**src/rtl/spdc_pkg.sv**
```systemverilog
// Package for the software power down controller.
// Assumes a single 50 MHz clock domain and an 8-bit special register port.
package spdc_pkg;

  // ********************************************************************
  // Register offsets and field positions
  // ********************************************************************
  localparam logic [7:0] SPDC_ADDR_POWER_CONTROL = 8'h87;
  localparam logic [7:0] SPDC_ADDR_WAKE_CONTROL  = 8'h88;
  localparam logic [7:0] SPDC_ADDR_SYSTEM_CONTROL = 8'hB1;
  localparam logic [7:0] SPDC_ADDR_STATUS        = 8'hB2;
  localparam int SPDC_BIT_ARM        = 1;
  localparam int SPDC_BIT_START      = 6;
  localparam int SPDC_BIT_WAKE_EN    = 7;
  localparam int SPDC_BIT_WAKE_SEL   = 4;
  localparam int SPDC_BIT_MAP_SEL    = 4;
  localparam logic [7:0] SPDC_POWER_CONTROL_RESET = 8'h00;
  localparam logic [1:0] SPDC_WAKE_CONTROL_RESET  = 2'h0;
  localparam logic       SPDC_MAP_SEL_RESET       = 1'b0;

  // ********************************************************************
  // Timing
  // ********************************************************************
  localparam int SPDC_CLK_MHZ        = 50;
  localparam int SPDC_WAKE_LOW_US    = 10;
  localparam int SPDC_WAKE_LOW_CYC   = SPDC_WAKE_LOW_US * SPDC_CLK_MHZ;
  localparam int SPDC_OSC_STABLE_CYC = 64;
  localparam int SPDC_CALL_CYC       = 2;
  localparam logic [15:0] SPDC_WAKE_VECTOR = 16'h007B;

  // ********************************************************************
  // Types
  // ********************************************************************
  typedef enum logic [2:0] {
    SPDC_RUN     = 3'h0,
    SPDC_DOWN    = 3'h1,
    SPDC_LATCH   = 3'h2,
    SPDC_STARTUP = 3'h3,
    SPDC_CALL    = 3'h4,
    SPDC_SERVICE = 3'h5
  } spdc_state_t;

  typedef struct packed {
    logic [7:0] addr;
    logic [7:0] wdata;
    logic       wr;
    logic       rd;
  } spdc_bus_t;

  typedef struct packed {
    logic osc_enable;
    logic core_halt;
    logic fetch_discard;
    logic periph_freeze;
    logic irq_global_off;
    logic take_wake_irq;
    logic port0_float;
    logic port2_addr;
    logic port_hold;
  } spdc_ctrl_t;

  typedef struct packed {
    spdc_state_t state;
    logic        arm;
    logic        wake_en;
    logic        wake_sel;
    logic        map_sel;
    logic [5:0]  power_control_reg_keep;
    logic [8:0]  low_cnt;
    logic [6:0]  osc_cnt;
    logic [1:0]  call_cnt;
    logic        ext_code_at_entry;
    logic        ale;
    logic        fetch_strobe;
    logic [7:0]  rdata;
    spdc_ctrl_t  ctrl;
    logic [1:0]  pin_int_sync;
    logic [1:0]  pin_can_sync;
  } spdc_regs_t;

endpackage : spdc_pkg

```
**src/rtl/spdc_top.sv**
```systemverilog
// Software power down controller: arming, entry, hold and wake-up exit.
// Assumes the core drives the register port and reports interrupt_return;
// the wake pins come from outside and are synchronised here.
//
// Design decisions made here: the register offsets and the strobed register port.
`timescale 1ns/1ps
`default_nettype none

module spdc_top (
  input  wire logic             clk,
  input  wire logic             sys_rst,
  input  wire spdc_pkg::spdc_bus_t bus,
  output logic [7:0]            rdata,
  input  wire logic             external_interrupt_pin,
  input  wire logic             can_receive_pin,
  input  wire logic             ext_code,
  input  wire logic             osc_stable,
  input  wire logic             interrupt_return,
  input  wire logic             core_ale,
  input  wire logic             core_fetch_strobe,
  output logic                  ale,
  output logic                  program_fetch_strobe,
  output spdc_pkg::spdc_ctrl_t  ctrl
);

  // ********************************************************************
  // State registers
  // ********************************************************************
  spdc_pkg::spdc_regs_t r_reg;
  spdc_pkg::spdc_regs_t r_next;

  // Decodes a write to a given address.
  function automatic logic wr_hit(input spdc_pkg::spdc_bus_t b,
                                  input logic [7:0] a);
    wr_hit = b.wr && (b.addr == a);
  endfunction : wr_hit

  // ********************************************************************
  // Next-state logic
  // ********************************************************************
  // Computes the whole next state in one pass.
  always_comb begin
    logic wake_pin;
    logic power_control_reg_wr;
    logic st_bit;
    logic arm_bit;
    r_next = r_reg;
    r_next.pin_int_sync = {r_reg.pin_int_sync[0], external_interrupt_pin};
    r_next.pin_can_sync = {r_reg.pin_can_sync[0], can_receive_pin};
    wake_pin = r_reg.wake_sel ? r_reg.pin_can_sync[1]
                              : r_reg.pin_int_sync[1];
    power_control_reg_wr = wr_hit(bus, spdc_pkg::SPDC_ADDR_POWER_CONTROL);
    st_bit  = bus.wdata[spdc_pkg::SPDC_BIT_START];
    arm_bit = bus.wdata[spdc_pkg::SPDC_BIT_ARM];
    r_next.rdata = 8'h00;

    // Register writes are only honoured while the core runs.
    if (r_reg.state == spdc_pkg::SPDC_RUN) begin
      if (power_control_reg_wr) begin
        r_next.power_control_reg_keep = {bus.wdata[7], bus.wdata[5:2], bus.wdata[0]};
        // Arm alone arms; any other write drops the arm.
        r_next.arm = arm_bit && !st_bit;
      end
      if (wr_hit(bus, spdc_pkg::SPDC_ADDR_SYSTEM_CONTROL)) begin
        r_next.map_sel = bus.wdata[spdc_pkg::SPDC_BIT_MAP_SEL];
      end
      if (wr_hit(bus, spdc_pkg::SPDC_ADDR_WAKE_CONTROL) && r_reg.map_sel) begin
        r_next.wake_en  = bus.wdata[spdc_pkg::SPDC_BIT_WAKE_EN];
        r_next.wake_sel = bus.wdata[spdc_pkg::SPDC_BIT_WAKE_SEL];
      end
    end

    // Read data; arm and start bits always read as zero.
    if (bus.rd) begin
      unique case (bus.addr)
        spdc_pkg::SPDC_ADDR_POWER_CONTROL:
          r_next.rdata = {r_reg.power_control_reg_keep[5], 1'b0, r_reg.power_control_reg_keep[4:1],
                          1'b0, r_reg.power_control_reg_keep[0]};
        spdc_pkg::SPDC_ADDR_WAKE_CONTROL:
          r_next.rdata = r_reg.map_sel ?
            {r_reg.wake_en, 2'h0, r_reg.wake_sel, 4'h0} : 8'h00;
        spdc_pkg::SPDC_ADDR_SYSTEM_CONTROL:
          r_next.rdata = {3'h0, r_reg.map_sel, 4'h0};
        spdc_pkg::SPDC_ADDR_STATUS:
          r_next.rdata = {5'h00, r_reg.state};
        default:
          r_next.rdata = 8'h00;
      endcase
    end

    // Power down sequence.
    unique case (r_reg.state)
      spdc_pkg::SPDC_RUN: begin
        r_next.ale          = core_ale;
        r_next.fetch_strobe = core_fetch_strobe;
        r_next.ext_code_at_entry = ext_code;
        // Start after arm enters; the start write ends execution.
        if (power_control_reg_wr && st_bit && !arm_bit && r_reg.arm) begin
          r_next.state = spdc_pkg::SPDC_DOWN;
          r_next.arm   = 1'b0;
        end
      end
      spdc_pkg::SPDC_DOWN: begin
        r_next.low_cnt = 9'h000;
        // Only an enabled wake source leaves; else reset alone.
        if (r_reg.wake_en && !wake_pin) begin
          r_next.state = spdc_pkg::SPDC_LATCH;
        end
      end
      spdc_pkg::SPDC_LATCH: begin
        // Pin must stay low the full minimum time.
        if (wake_pin) begin
          r_next.state = spdc_pkg::SPDC_DOWN;
        end else if (r_reg.low_cnt ==
                     9'(spdc_pkg::SPDC_WAKE_LOW_CYC - 1)) begin
          r_next.state   = spdc_pkg::SPDC_STARTUP;
          r_next.osc_cnt = 7'h00;
        end else begin
          r_next.low_cnt = r_reg.low_cnt + 9'h001;
        end
      end
      spdc_pkg::SPDC_STARTUP: begin
        // Oscillator watchdog: wait for a stable nominal clock.
        if (osc_stable &&
            r_reg.osc_cnt == 7'(spdc_pkg::SPDC_OSC_STABLE_CYC - 1)) begin
          r_next.state    = spdc_pkg::SPDC_CALL;
          r_next.call_cnt = 2'h0;
        end else if (osc_stable) begin
          r_next.osc_cnt = r_reg.osc_cnt + 7'h01;
        end else begin
          r_next.osc_cnt = 7'h00;
        end
      end
      spdc_pkg::SPDC_CALL: begin
        // Two-cycle vector call; strobes follow the core again.
        r_next.ale          = core_ale;
        r_next.fetch_strobe = core_fetch_strobe;
        if (r_reg.call_cnt == 2'(spdc_pkg::SPDC_CALL_CYC - 1)) begin
          r_next.state = spdc_pkg::SPDC_SERVICE;
        end else begin
          r_next.call_cnt = r_reg.call_cnt + 2'h1;
        end
      end
      spdc_pkg::SPDC_SERVICE: begin
        r_next.ale          = core_ale;
        r_next.fetch_strobe = core_fetch_strobe;
        // Return resumes after the entry sequence.
        if (interrupt_return) begin
          r_next.state = spdc_pkg::SPDC_RUN;
        end
      end
      default: begin
        r_next.state = spdc_pkg::SPDC_RUN;
      end
    endcase

    // Strobes low from entry until the wake call.
    if (r_next.state == spdc_pkg::SPDC_DOWN ||
        r_next.state == spdc_pkg::SPDC_LATCH ||
        r_next.state == spdc_pkg::SPDC_STARTUP) begin
      r_next.ale          = 1'b0;
      r_next.fetch_strobe = 1'b0;
    end

    // Control outputs derived from the next state.
    r_next.ctrl.core_halt  = r_next.state == spdc_pkg::SPDC_DOWN ||
                             r_next.state == spdc_pkg::SPDC_LATCH ||
                             r_next.state == spdc_pkg::SPDC_STARTUP;
    r_next.ctrl.osc_enable = !(r_next.state == spdc_pkg::SPDC_DOWN ||
                               r_next.state == spdc_pkg::SPDC_LATCH);
    r_next.ctrl.port_hold  = r_next.ctrl.core_halt;
    r_next.ctrl.fetch_discard =
      r_next.state == spdc_pkg::SPDC_CALL;
    r_next.ctrl.take_wake_irq =
      r_reg.state == spdc_pkg::SPDC_STARTUP &&
      r_next.state == spdc_pkg::SPDC_CALL;
    r_next.ctrl.periph_freeze = r_next.state != spdc_pkg::SPDC_RUN;
    r_next.ctrl.irq_global_off =
      r_next.wake_en || r_next.state != spdc_pkg::SPDC_RUN;
    r_next.ctrl.port0_float = r_next.ext_code_at_entry;
    r_next.ctrl.port2_addr  = r_next.ext_code_at_entry &&
                              !r_next.ctrl.core_halt;
  end

  // ********************************************************************
  // State flip-flops
  // ********************************************************************
  // Reset returns all control registers to defaults and starts clocks.
  always_ff @(posedge clk or posedge sys_rst) begin
    if (sys_rst) begin
      r_reg <= '0;
      r_reg.power_control_reg_keep <= spdc_pkg::SPDC_POWER_CONTROL_RESET[5:0];
      r_reg.wake_en   <= spdc_pkg::SPDC_WAKE_CONTROL_RESET[1];
      r_reg.wake_sel  <= spdc_pkg::SPDC_WAKE_CONTROL_RESET[0];
      r_reg.map_sel   <= spdc_pkg::SPDC_MAP_SEL_RESET;
      r_reg.ctrl.osc_enable <= 1'b1;
      r_reg.pin_int_sync <= 2'h3;
      r_reg.pin_can_sync <= 2'h3;
    end else begin
      r_reg <= r_next;
    end
  end

  // Outputs straight from flip-flops.
  assign rdata                = r_reg.rdata;
  assign ale                  = r_reg.ale;
  assign program_fetch_strobe = r_reg.fetch_strobe;
  assign ctrl                 = r_reg.ctrl;

endmodule : spdc_top

`default_nettype wire

```
**config.mk**
```make
export PLATFORM = sky130hd
export DESIGN_NAME = spdc_top
export DESIGN_NICKNAME = d
export VERILOG_FILES = /design/src/rtl/spdc_pkg.sv /design/src/rtl/spdc_top.sv
export SDC_FILE = /design/constraint.sdc
export NUM_CORES = 1
export LEC_CHECK = 0
export ABC_AREA = 1
export ABC_CLOCK_PERIOD_IN_PS = 1700
export BUFFER_PORTS_ARGS = -buffer_cell sky130_fd_sc_hd__buf_2
export CORE_MARGIN = 2
export CORE_UTILIZATION = 50
export CTS_CLUSTER_SIZE = 12
export DETAILED_ROUTE_END_ITERATION = 12
export PLACE_DENSITY_LB_ADDON = 0.1
export RECOVER_POWER = 100
export REMOVE_ABC_BUFFERS = 1
export SYNTH_ARGS = -nofsm -noshare
export SYNTH_HDL_FRONTEND = slang
export SYNTH_SLANG_ARGS = --single-unit
```
**constraint.sdc**
```tcl
create_clock -name clk -period 1.7 [get_ports clk]
set_input_delay 0.34 -clock clk [delete_from_list [all_inputs] [get_ports clk]]
set_output_delay 0.34 -clock clk [all_outputs]
set_load 0.01 [all_outputs]
```
; Yosys cells after proc, flatten, opt, wreduce, memory -nomap -nowiden
; Cells that the tools add are included.
[word_totals]
regBits = 53
input_bits = 27
elab_cells = 111
[op_classes]
addsub = 3
eq_ne = 22
mux = 31
reduce_logical = 33
[ops]
columns = operator, count
row1 = equality test 8 bit (second input constant), 4
row2 = case mux 8 bit (4 select lines), 1
row3 = 2-to-1 mux 7 bit, 3
row4 = 2-to-1 mux 3 bit, 6
row5 = case mux 3 bit (6 select lines), 1
row6 = case mux 9 bit (2 select lines), 1
row7 = 2-to-1 mux 16 bit, 1
row8 = 2-to-1 mux 8 bit, 2
row9 = case mux 7 bit (2 select lines), 1
row10 = equality test 3 x 2 -> 1 bit (second input constant), 4
row11 = logical AND 1 bit, 12
row12 = inequality test 2 bit (second input constant), 6
row13 = 2-to-1 mux 10 bit, 1
row14 = 2-to-1 mux 2 bit, 5
row15 = adder 9 x 1 -> 9 bit (second input constant), 1
row16 = equality test 3 bit (second input constant), 3
row17 = equality test 9 bit (second input constant), 1
row18 = 2-to-1 mux 9 bit, 1
row19 = nonzero test 2 bit, 4
row20 = adder 7 x 1 -> 7 bit (second input constant), 1
row21 = equality test 7 x 6 -> 1 bit (second input constant), 1
row22 = equality test 3 x 1 -> 1 bit (second input constant), 2
row23 = 2-to-1 mux 6 bit, 1
row24 = AND reduction 2 bit, 3
row25 = other kinds (12), 23

; Depth between registers and ports, before layout
; Gate-level depths: netlist of the first run.
[logic_depth]
word_depth = 12
mapped_depth = 10
depth_no_buf = 10

; Worst setup path before layout of the first run
; No wires, ideal clock.
[synth_timing]
path_type = reg2reg
start = register r_reg[33] (netlist name)
end = register r_reg[30] (netlist name)
setup_time_ps = 119
arrival_ps = 1383
required_time_ps = 1581
slack_ps = 198
path_stages_with_launch = 9
synth_period_minus_slack_ps = 1502
path_cell_list = dfrtp_1 ha_1 nand2_1 nor2_1 nand2_1 o21ai_4 inv_2 o21ai_1 nor2_1
[synth_between]
elab_chain_len = 3
[synth_rtl]
columns = item, line
row1 = from (decl), spdc_top.sv:29  ; spdc_pkg::spdc_regs_t r_reg;
row2 = from (signal assigned), spdc_top.sv:200  ; r_reg <= r_next;
row3 = equality test 9 bit, spdc_top.sv:114  ; end else if (r_reg.low_cnt ==
row4 = inequality test 2 bit (no source line), --
row5 = AND reduction 4 bit (no source line), --
; Every way passes these cells.
; A chain may end at the register's enable or synchronous reset.

; Final worst setup path of the first run
[layout_timing]
start = register r_reg[34] (netlist name)
end = register r_reg[28] (netlist name)
; The elaborated chain is that of the path after synthesis.

==> impl_metrics.toml, run 1 <==
[grt]
antenna_found_initial = 0
grt_max_degree = 53
grt_busiest_layer = "met2"
grt_pass1_wl_um = 8790
use_met2_pct = 29.8
use_met1_pct = 25.1
use_met3_pct = 3.41
grtUsageTotal_pct = 18.2
grt_pass1_vias = 2032
gr-total-overflow = 0

[synthesis]
synth_top_cell_by_area = "dfrtp_1"
synth_warnings = 0
synth.most_common_cell = "nand2_1"
synth.distinct_cells = 29
synthTopCellsByCount = "72 x nand2_1, 47 x dfrtp_1, 44 x inv_1"
synth-seq-cells = 52
yosysTopAreaCellShare_pct = 44.2
yosysSeqAreaShare_pct = 49.1
synth_edf_count = 0
synthArstFlopShare_pct = 100
syn-cell-area_mm2 = 0.00266
synth_top_flop_cell = "dfrtp_1"
synth_area_leaders = "dfrtp_1 44%, nand2_1 10%, inv_1 6.2%, dfstp_2 4.9%, buf_4 4.8%"
avgSynthCellArea_um2 = 8.14
synth_cells = 327

[worst_setup_path]
reg2regPathDepth = 8
r2r-end = "r_reg[28]"
crit_fanout = 9
crit_arrival_ps = 1790
cpMaxStageDelayCell = "dfrtp_1"
endpoint_kind = "flip-flop"
path_class = "flip-flop to flip-flop"
reg2reg_slack_ps = 110
path_buf_inv = 1
startpoint_type = "flip-flop"
worst-endpoint-required_ps = 1900
r2r_start = "r_reg[34]"
crit_family = "compound AO/OA/AOI/OAI gates"
cpPeakStageDelay_ps = 390
path_cells = "ha_2 -> nand2_1 -> nor2_2 -> nand2_2 -> o21ai_4 -> inv_4 -> a21oi_1 -> nor2_1"

[timing]
period_share_pct = 93.3
maxClockFrequency_mhz = 631
relSlewSlack_pct = 19.1
tightestPinTransition_ps = 1210
rsz0062_at_grt = "yes"
skew_ps = 6.39
finalHoldViolCount = 0
setup_slack_ps = 114
min_period_ps = 1590
setup_viol = 0
final_max_slew_viol_count = 0

[hold_path]
hold_path.class = "input pin to flip-flop"
min_to = "r_next[1]"
holdPathStages = 1
hold_start = "can_receive_pin"

[die]
die_area_mm2 = 0.00593
num_rows = 26
fp.coreArea_mm2 = 0.00511
start_util_pct = 52.1
die_w_um = 77.0
die_y_um = 77.0
pin_count = 46

[route]
vias = 2085
drtIter0Drc = 76
final_antenna_net_count = 0
vias_per_cell = 4.71
drc = 0
dr.pass1.iters = 4
wl_per_cell_um = 11.1
routed_wl_um = 4910

[outcome]
status = "complete, no violations"

[power_and_ir_drop]
ir_drop_v = 0.000417
leakage_uw = 0.00154
power_density_mw_per_mm2 = 742
p_total_uw = 2250

[cts]
ctsHoldBuffers = 0
cts_tree = "built"
clockBufferDepth = 2
clockRootBuffer = "clkbuf_8"
clock_latency_ps = 310
cts_sinks = 52
htreeDepth = 2
numCtsBuffers = 5
clk_pin_slew_worst_paths_ps = 100

[layout]
syn2layout_area_growth_pct = 14.1
largest_reg_flops = 33
nets = 402
insertedDiodeCount = 0
fillCellCount = 493
layout-drive-gt1-share_pct = 21.2

[placed_design]
gp_congestion = 0.841
port_buffers = 44
post-dp-hpwl_um = 3690
post-place-ws_ps = 37.8

[job]
drv_cap = 0
repair_timing:
action | in CTS | in global routing
setup buffers | 0 | 4
resized for setup | 0 | 15
endpoints found under the setup margin | 0 | 29
logic make-up (layout without fill, tap and decap cells):
group / after synthesis / in the layout / synth area share (%)
and+or+nand+nor: 157 / 157 / 25.8
buffers and inverters: 67 / 113 / 11.8
DFF: 52 / 52 / 49.1
AOI/OAI and AO/OA: 37 / 37 / 8.18
xor gates and xnor gates: 8 / 8 / 2.63
adders and majority gates: 3 / 3 / 1.41
muxes: 2 / 2 / 0.846
other: 1 / 1 / 0.141
worst max path at each step:
stage | start | to | slack (ps) | cells after the start
5_1_grt | r_reg[34] | r_reg[28] | -30 | 8
3_3_place_gp | r_reg[26] | ctrl[8] | 100 | 9
6_report | r_reg[34] | r_reg[28] | 110 | 8
3_5_place_dp | r_reg[26] | ctrl[1] | 40 | 9
4_1_cts | r_reg[26] | ctrl[1] | 40 | 9
2_1_floorplan | sys_rst | ale | 110 | 1
layout by cell type, fill, tap and decap left out, drive strengths merged:
| cell type | count |
|---|---|
| a21o | 1 |
| nand2 | 76 |
| ha | 3 |
| dfrtp | 47 |
| o21ai | 19 |
| nand4 | 6 |
| clkbuf | 27 |
| o31ai | 1 |
| o22ai | 1 |
| nand3b | 2 |
| or2 | 1 |
| a21oi | 13 |
| xor2 | 6 |
| mux2 | 2 |
| nor2 | 39 |
| conb | 1 |
| nor3 | 10 |
| o21a | 2 |
| dfstp | 5 |
| inv | 52 |
| clkinv | 1 |
| xnor2 | 2 |
| nand3 | 23 |
| buf | 33 |
metrics by stage:
| step | util, % | std cells | setup TNS (ps) | hold WS, ps | instance area [µm²] |
|---|---|---|---|---|---|
| floorplan | - | 310 | 0 | 344 | 2530 |
| global placement | 56.9 | 431 | 0 | 346 | 2910 |
| detailed placement | 56.9 | 431 | 0 | 347 | 2910 |
| CTS | 58.8 | 439 | 0 | 70.9 | 3000 |
| global route | 59.5 | 443 | -34.9 | 93.0 | 3040 |
| finish | 59.5 | 443 | 0 | 117 | 3040 |
worst register-to-register path: cells and delay by family (launching register included):
kind | cells | cell delay (ps)
adders and majority gates | 1 | 220
buffers and inverters | 1 | 100
DFF | 1 | 390
AOI/OAI and AO/OA | 2 | 410
and+or+nand+nor | 4 | 360
report_power, final:
part / switching (µW) / total [µW] / internal (µW) / leakage, µW
logic: 139 / 218 / 78.7 / 0.000827
registers: 22.2 / 1310 / 1280 / 0.000660
clock network: 428 / 731 / 304 / 0.0000491
area by class of cell:
class	instances	area (µm²)	area share, %
clock buffer	5	68.8	2.27
clock inverter	3	26.3	0.865
inverter	50	190	6.26
multi-input combinational	208	1080	35.6
sequential	52	1310	43.1
tap	70	87.6	2.88
timing repair buffer	55	277	9.11
metal layers:
metal	routed length, µm	vias up
li1	-	1098
met1	2440	950
met2	2270	33
met3	148	4
met4	49	0
met5	0	-
Power figures use the tool's default switching activity.
==> inputs of run 2 (changes only) <==
- CORE_ASPECT_RATIO: not set -> 2
==> run 2 against run 1 <==
Global-route usage rose by 1.9 points; critical endpoint is now ctrl[8]; sequential share of layout area hardly changed; setup slack got worse by 26 ps; worst hold slack got worse by 2.3 ps; largest cell class unchanged; total power up 0.74%; clock power is 2% higher; routed wire length increased by 12%; first-iteration DRC count decreased by 34%; sequential power about the same; count of clock-buffer cells in the layout unchanged; non-clock buffer count is 2 higher.
==> impl_metrics.toml, run 2 (synthesis gave the netlist of run 1 again) <==
[outcome]
status = "complete, no violations"

[die]
start_util_pct = 51.8
die_y_um = 107
num_rows = 37
die_area_mm2 = 0.00596
die_w_um = 55.6
pin_count = 46
fp.coreArea_mm2 = 0.00514

[worst_setup_path]
endpoint_kind = "flip-flop"
worst-endpoint-required_ps = 1960
path_cells = "inv_2 -> nand2_2 -> nor2_2 -> inv_1 -> nor2_1 -> nor2_2 -> inv_1 -> a21oi_2 -> nand2_1"
startpoint_type = "flip-flop"
cp-startpoint = "r_reg[54]"
path_class = "flip-flop to flip-flop"
r2r_start = "r_reg[54]"
crit_fanout = 6
cpMaxStageDelayCell = "dfrtp_1"
cpPeakStageDelay_ps = 430
crit_arrival_ps = 1870

[power_and_ir_drop]
pwr-share-clk_pct = 32.7
leakage_uw = 0.00155
internal_power_uw = 1670
power_density_mw_per_mm2 = 747
p_switching_uw = 603
seq_power_share_pct = 57.5
p_total_uw = 2270
swShare_pct = 26.5
power_frac_comb_pct = 9.8
ir_drop_v = 0.000790

[route]
routed_wl_um = 5480
final_antenna_net_count = 0
vias_per_cell = 5.03
dr.pass1.iters = 4
wl_per_cell_um = 12.6
drtIter0Drc = 50
vias = 2180
drc = 0

[cts]
cts_tree = "built"
htreeDepth = 2
clockBufferDepth = 2
cts_sinks = 52
clockRootBuffer = "clkbuf_8"
clk_pin_slew_worst_paths_ps = 90
clock_latency_ps = 320
numCtsBuffers = 5

[layout]
insertedDiodeCount = 0
layout-drive-gt1-share_pct = 21.1
final_util_pct = 59.1
final_cell_mix = "70 x nand2_1, 47 x dfrtp_1, 45 x inv_1"
mostFrequentLayoutCell = "nand2_1"
nets = 404
largest_reg_flops = 33
syn2layout_area_growth_pct = 14.1

[timing]
maxClockFrequency_mhz = 621
setup_viol = 0
period_share_pct = 94.8
min_period_ps = 1610
skew_ps = 6.55
hold_ws_ps = 115
finalHoldViolCount = 0
final_max_slew_viol_count = 0
setup_slack_ps = 88.9
relSlewSlack_pct = 18.0
tightestPinTransition_ps = 1230

[hold_path]
hold_start = "can_receive_pin"
hold_path.class = "input pin to flip-flop"

[grt]
gr-total-overflow = 0
antenna_found_initial = 0
grt_max_degree = 53
grtUsageTotal_pct = 20.2
grt_pass1_wl_um = 9400
grt_pass1_vias = 2226

[placed_design]
gp_congestion = 0.820
post-dp-hpwl_um = 4270
port_buffers = 44
post-place-ws_ps = 8.43

[job]
drv_cap = 0
==> run 2: worst paths after layout <==
check                             to  slack [ps]  cells after the start
max in group asynchronous  r_reg[49]         540                      3
setup reg to reg             ctrl[8]          90                      9
min in group asynchronous  r_reg[34]         410                      3
setup / recovery             ctrl[8]          90                      9
hold / removal             r_next[1]         110                      1
hold reg to reg             r_reg[1]         360                      0
==> run 2: power groups by stage <==
stage	sequential [µW]	clock, µW	combinational (µW)
final	1310	743	223
after global routing	1310	821	256
after CTS	1310	771	230
after detailed placement	1330	0	228
after global placement	1330	0	224
after floorplan	1340	0	114
==> run 2: worst max-delay path: cells and delay by family, from the launching register on <==
kind / cells / cell delay (ps)
and+or+nand+nor: 5 / 750
DFF: 1 / 430
buffers and inverters: 3 / 340
AOI/OAI and AO/OA: 1 / 40
==> run 2: timing repair <==
action / in CTS / in global routing
endpoints found under the hold margin: 0 / 0
buffers inserted: 0 / 5
pin swaps: 0 / 3
resized for setup: 1 / 9
hold buffers: 0 / 0
setup endpoints to repair: 2 / 19
==> run 2: area by class of cell <==
class | instances | area, µm²
timing repair buffer | 57 | 302
multi-input combinational | 208 | 1070
sequential | 52 | 1310
tap | 58 | 72.6
inverter | 50 | 190
clock buffer | 5 | 68.8
fill | 504 | 2100
clock inverter | 3 | 26.3
==> run 2: metal layers <==
metal,GRT usage [%],wire (µm),vias to the layer above
li1,-,-,1110
met5,0,0,-
met2,39.7,3210,42
met4,8.89,131,0
met3,3.62,183,10
met1,19.7,1950,1018
==> run 2: metrics by stage <==
step,instance area (µm²),setup TNS [ps],cells
after floorplan,2530,0,310
after global placement,2900,0,420
after detailed placement,2900,0,420
after CTS,3000,0,428
after global routing,3040,-140,433
final,3040,0,433
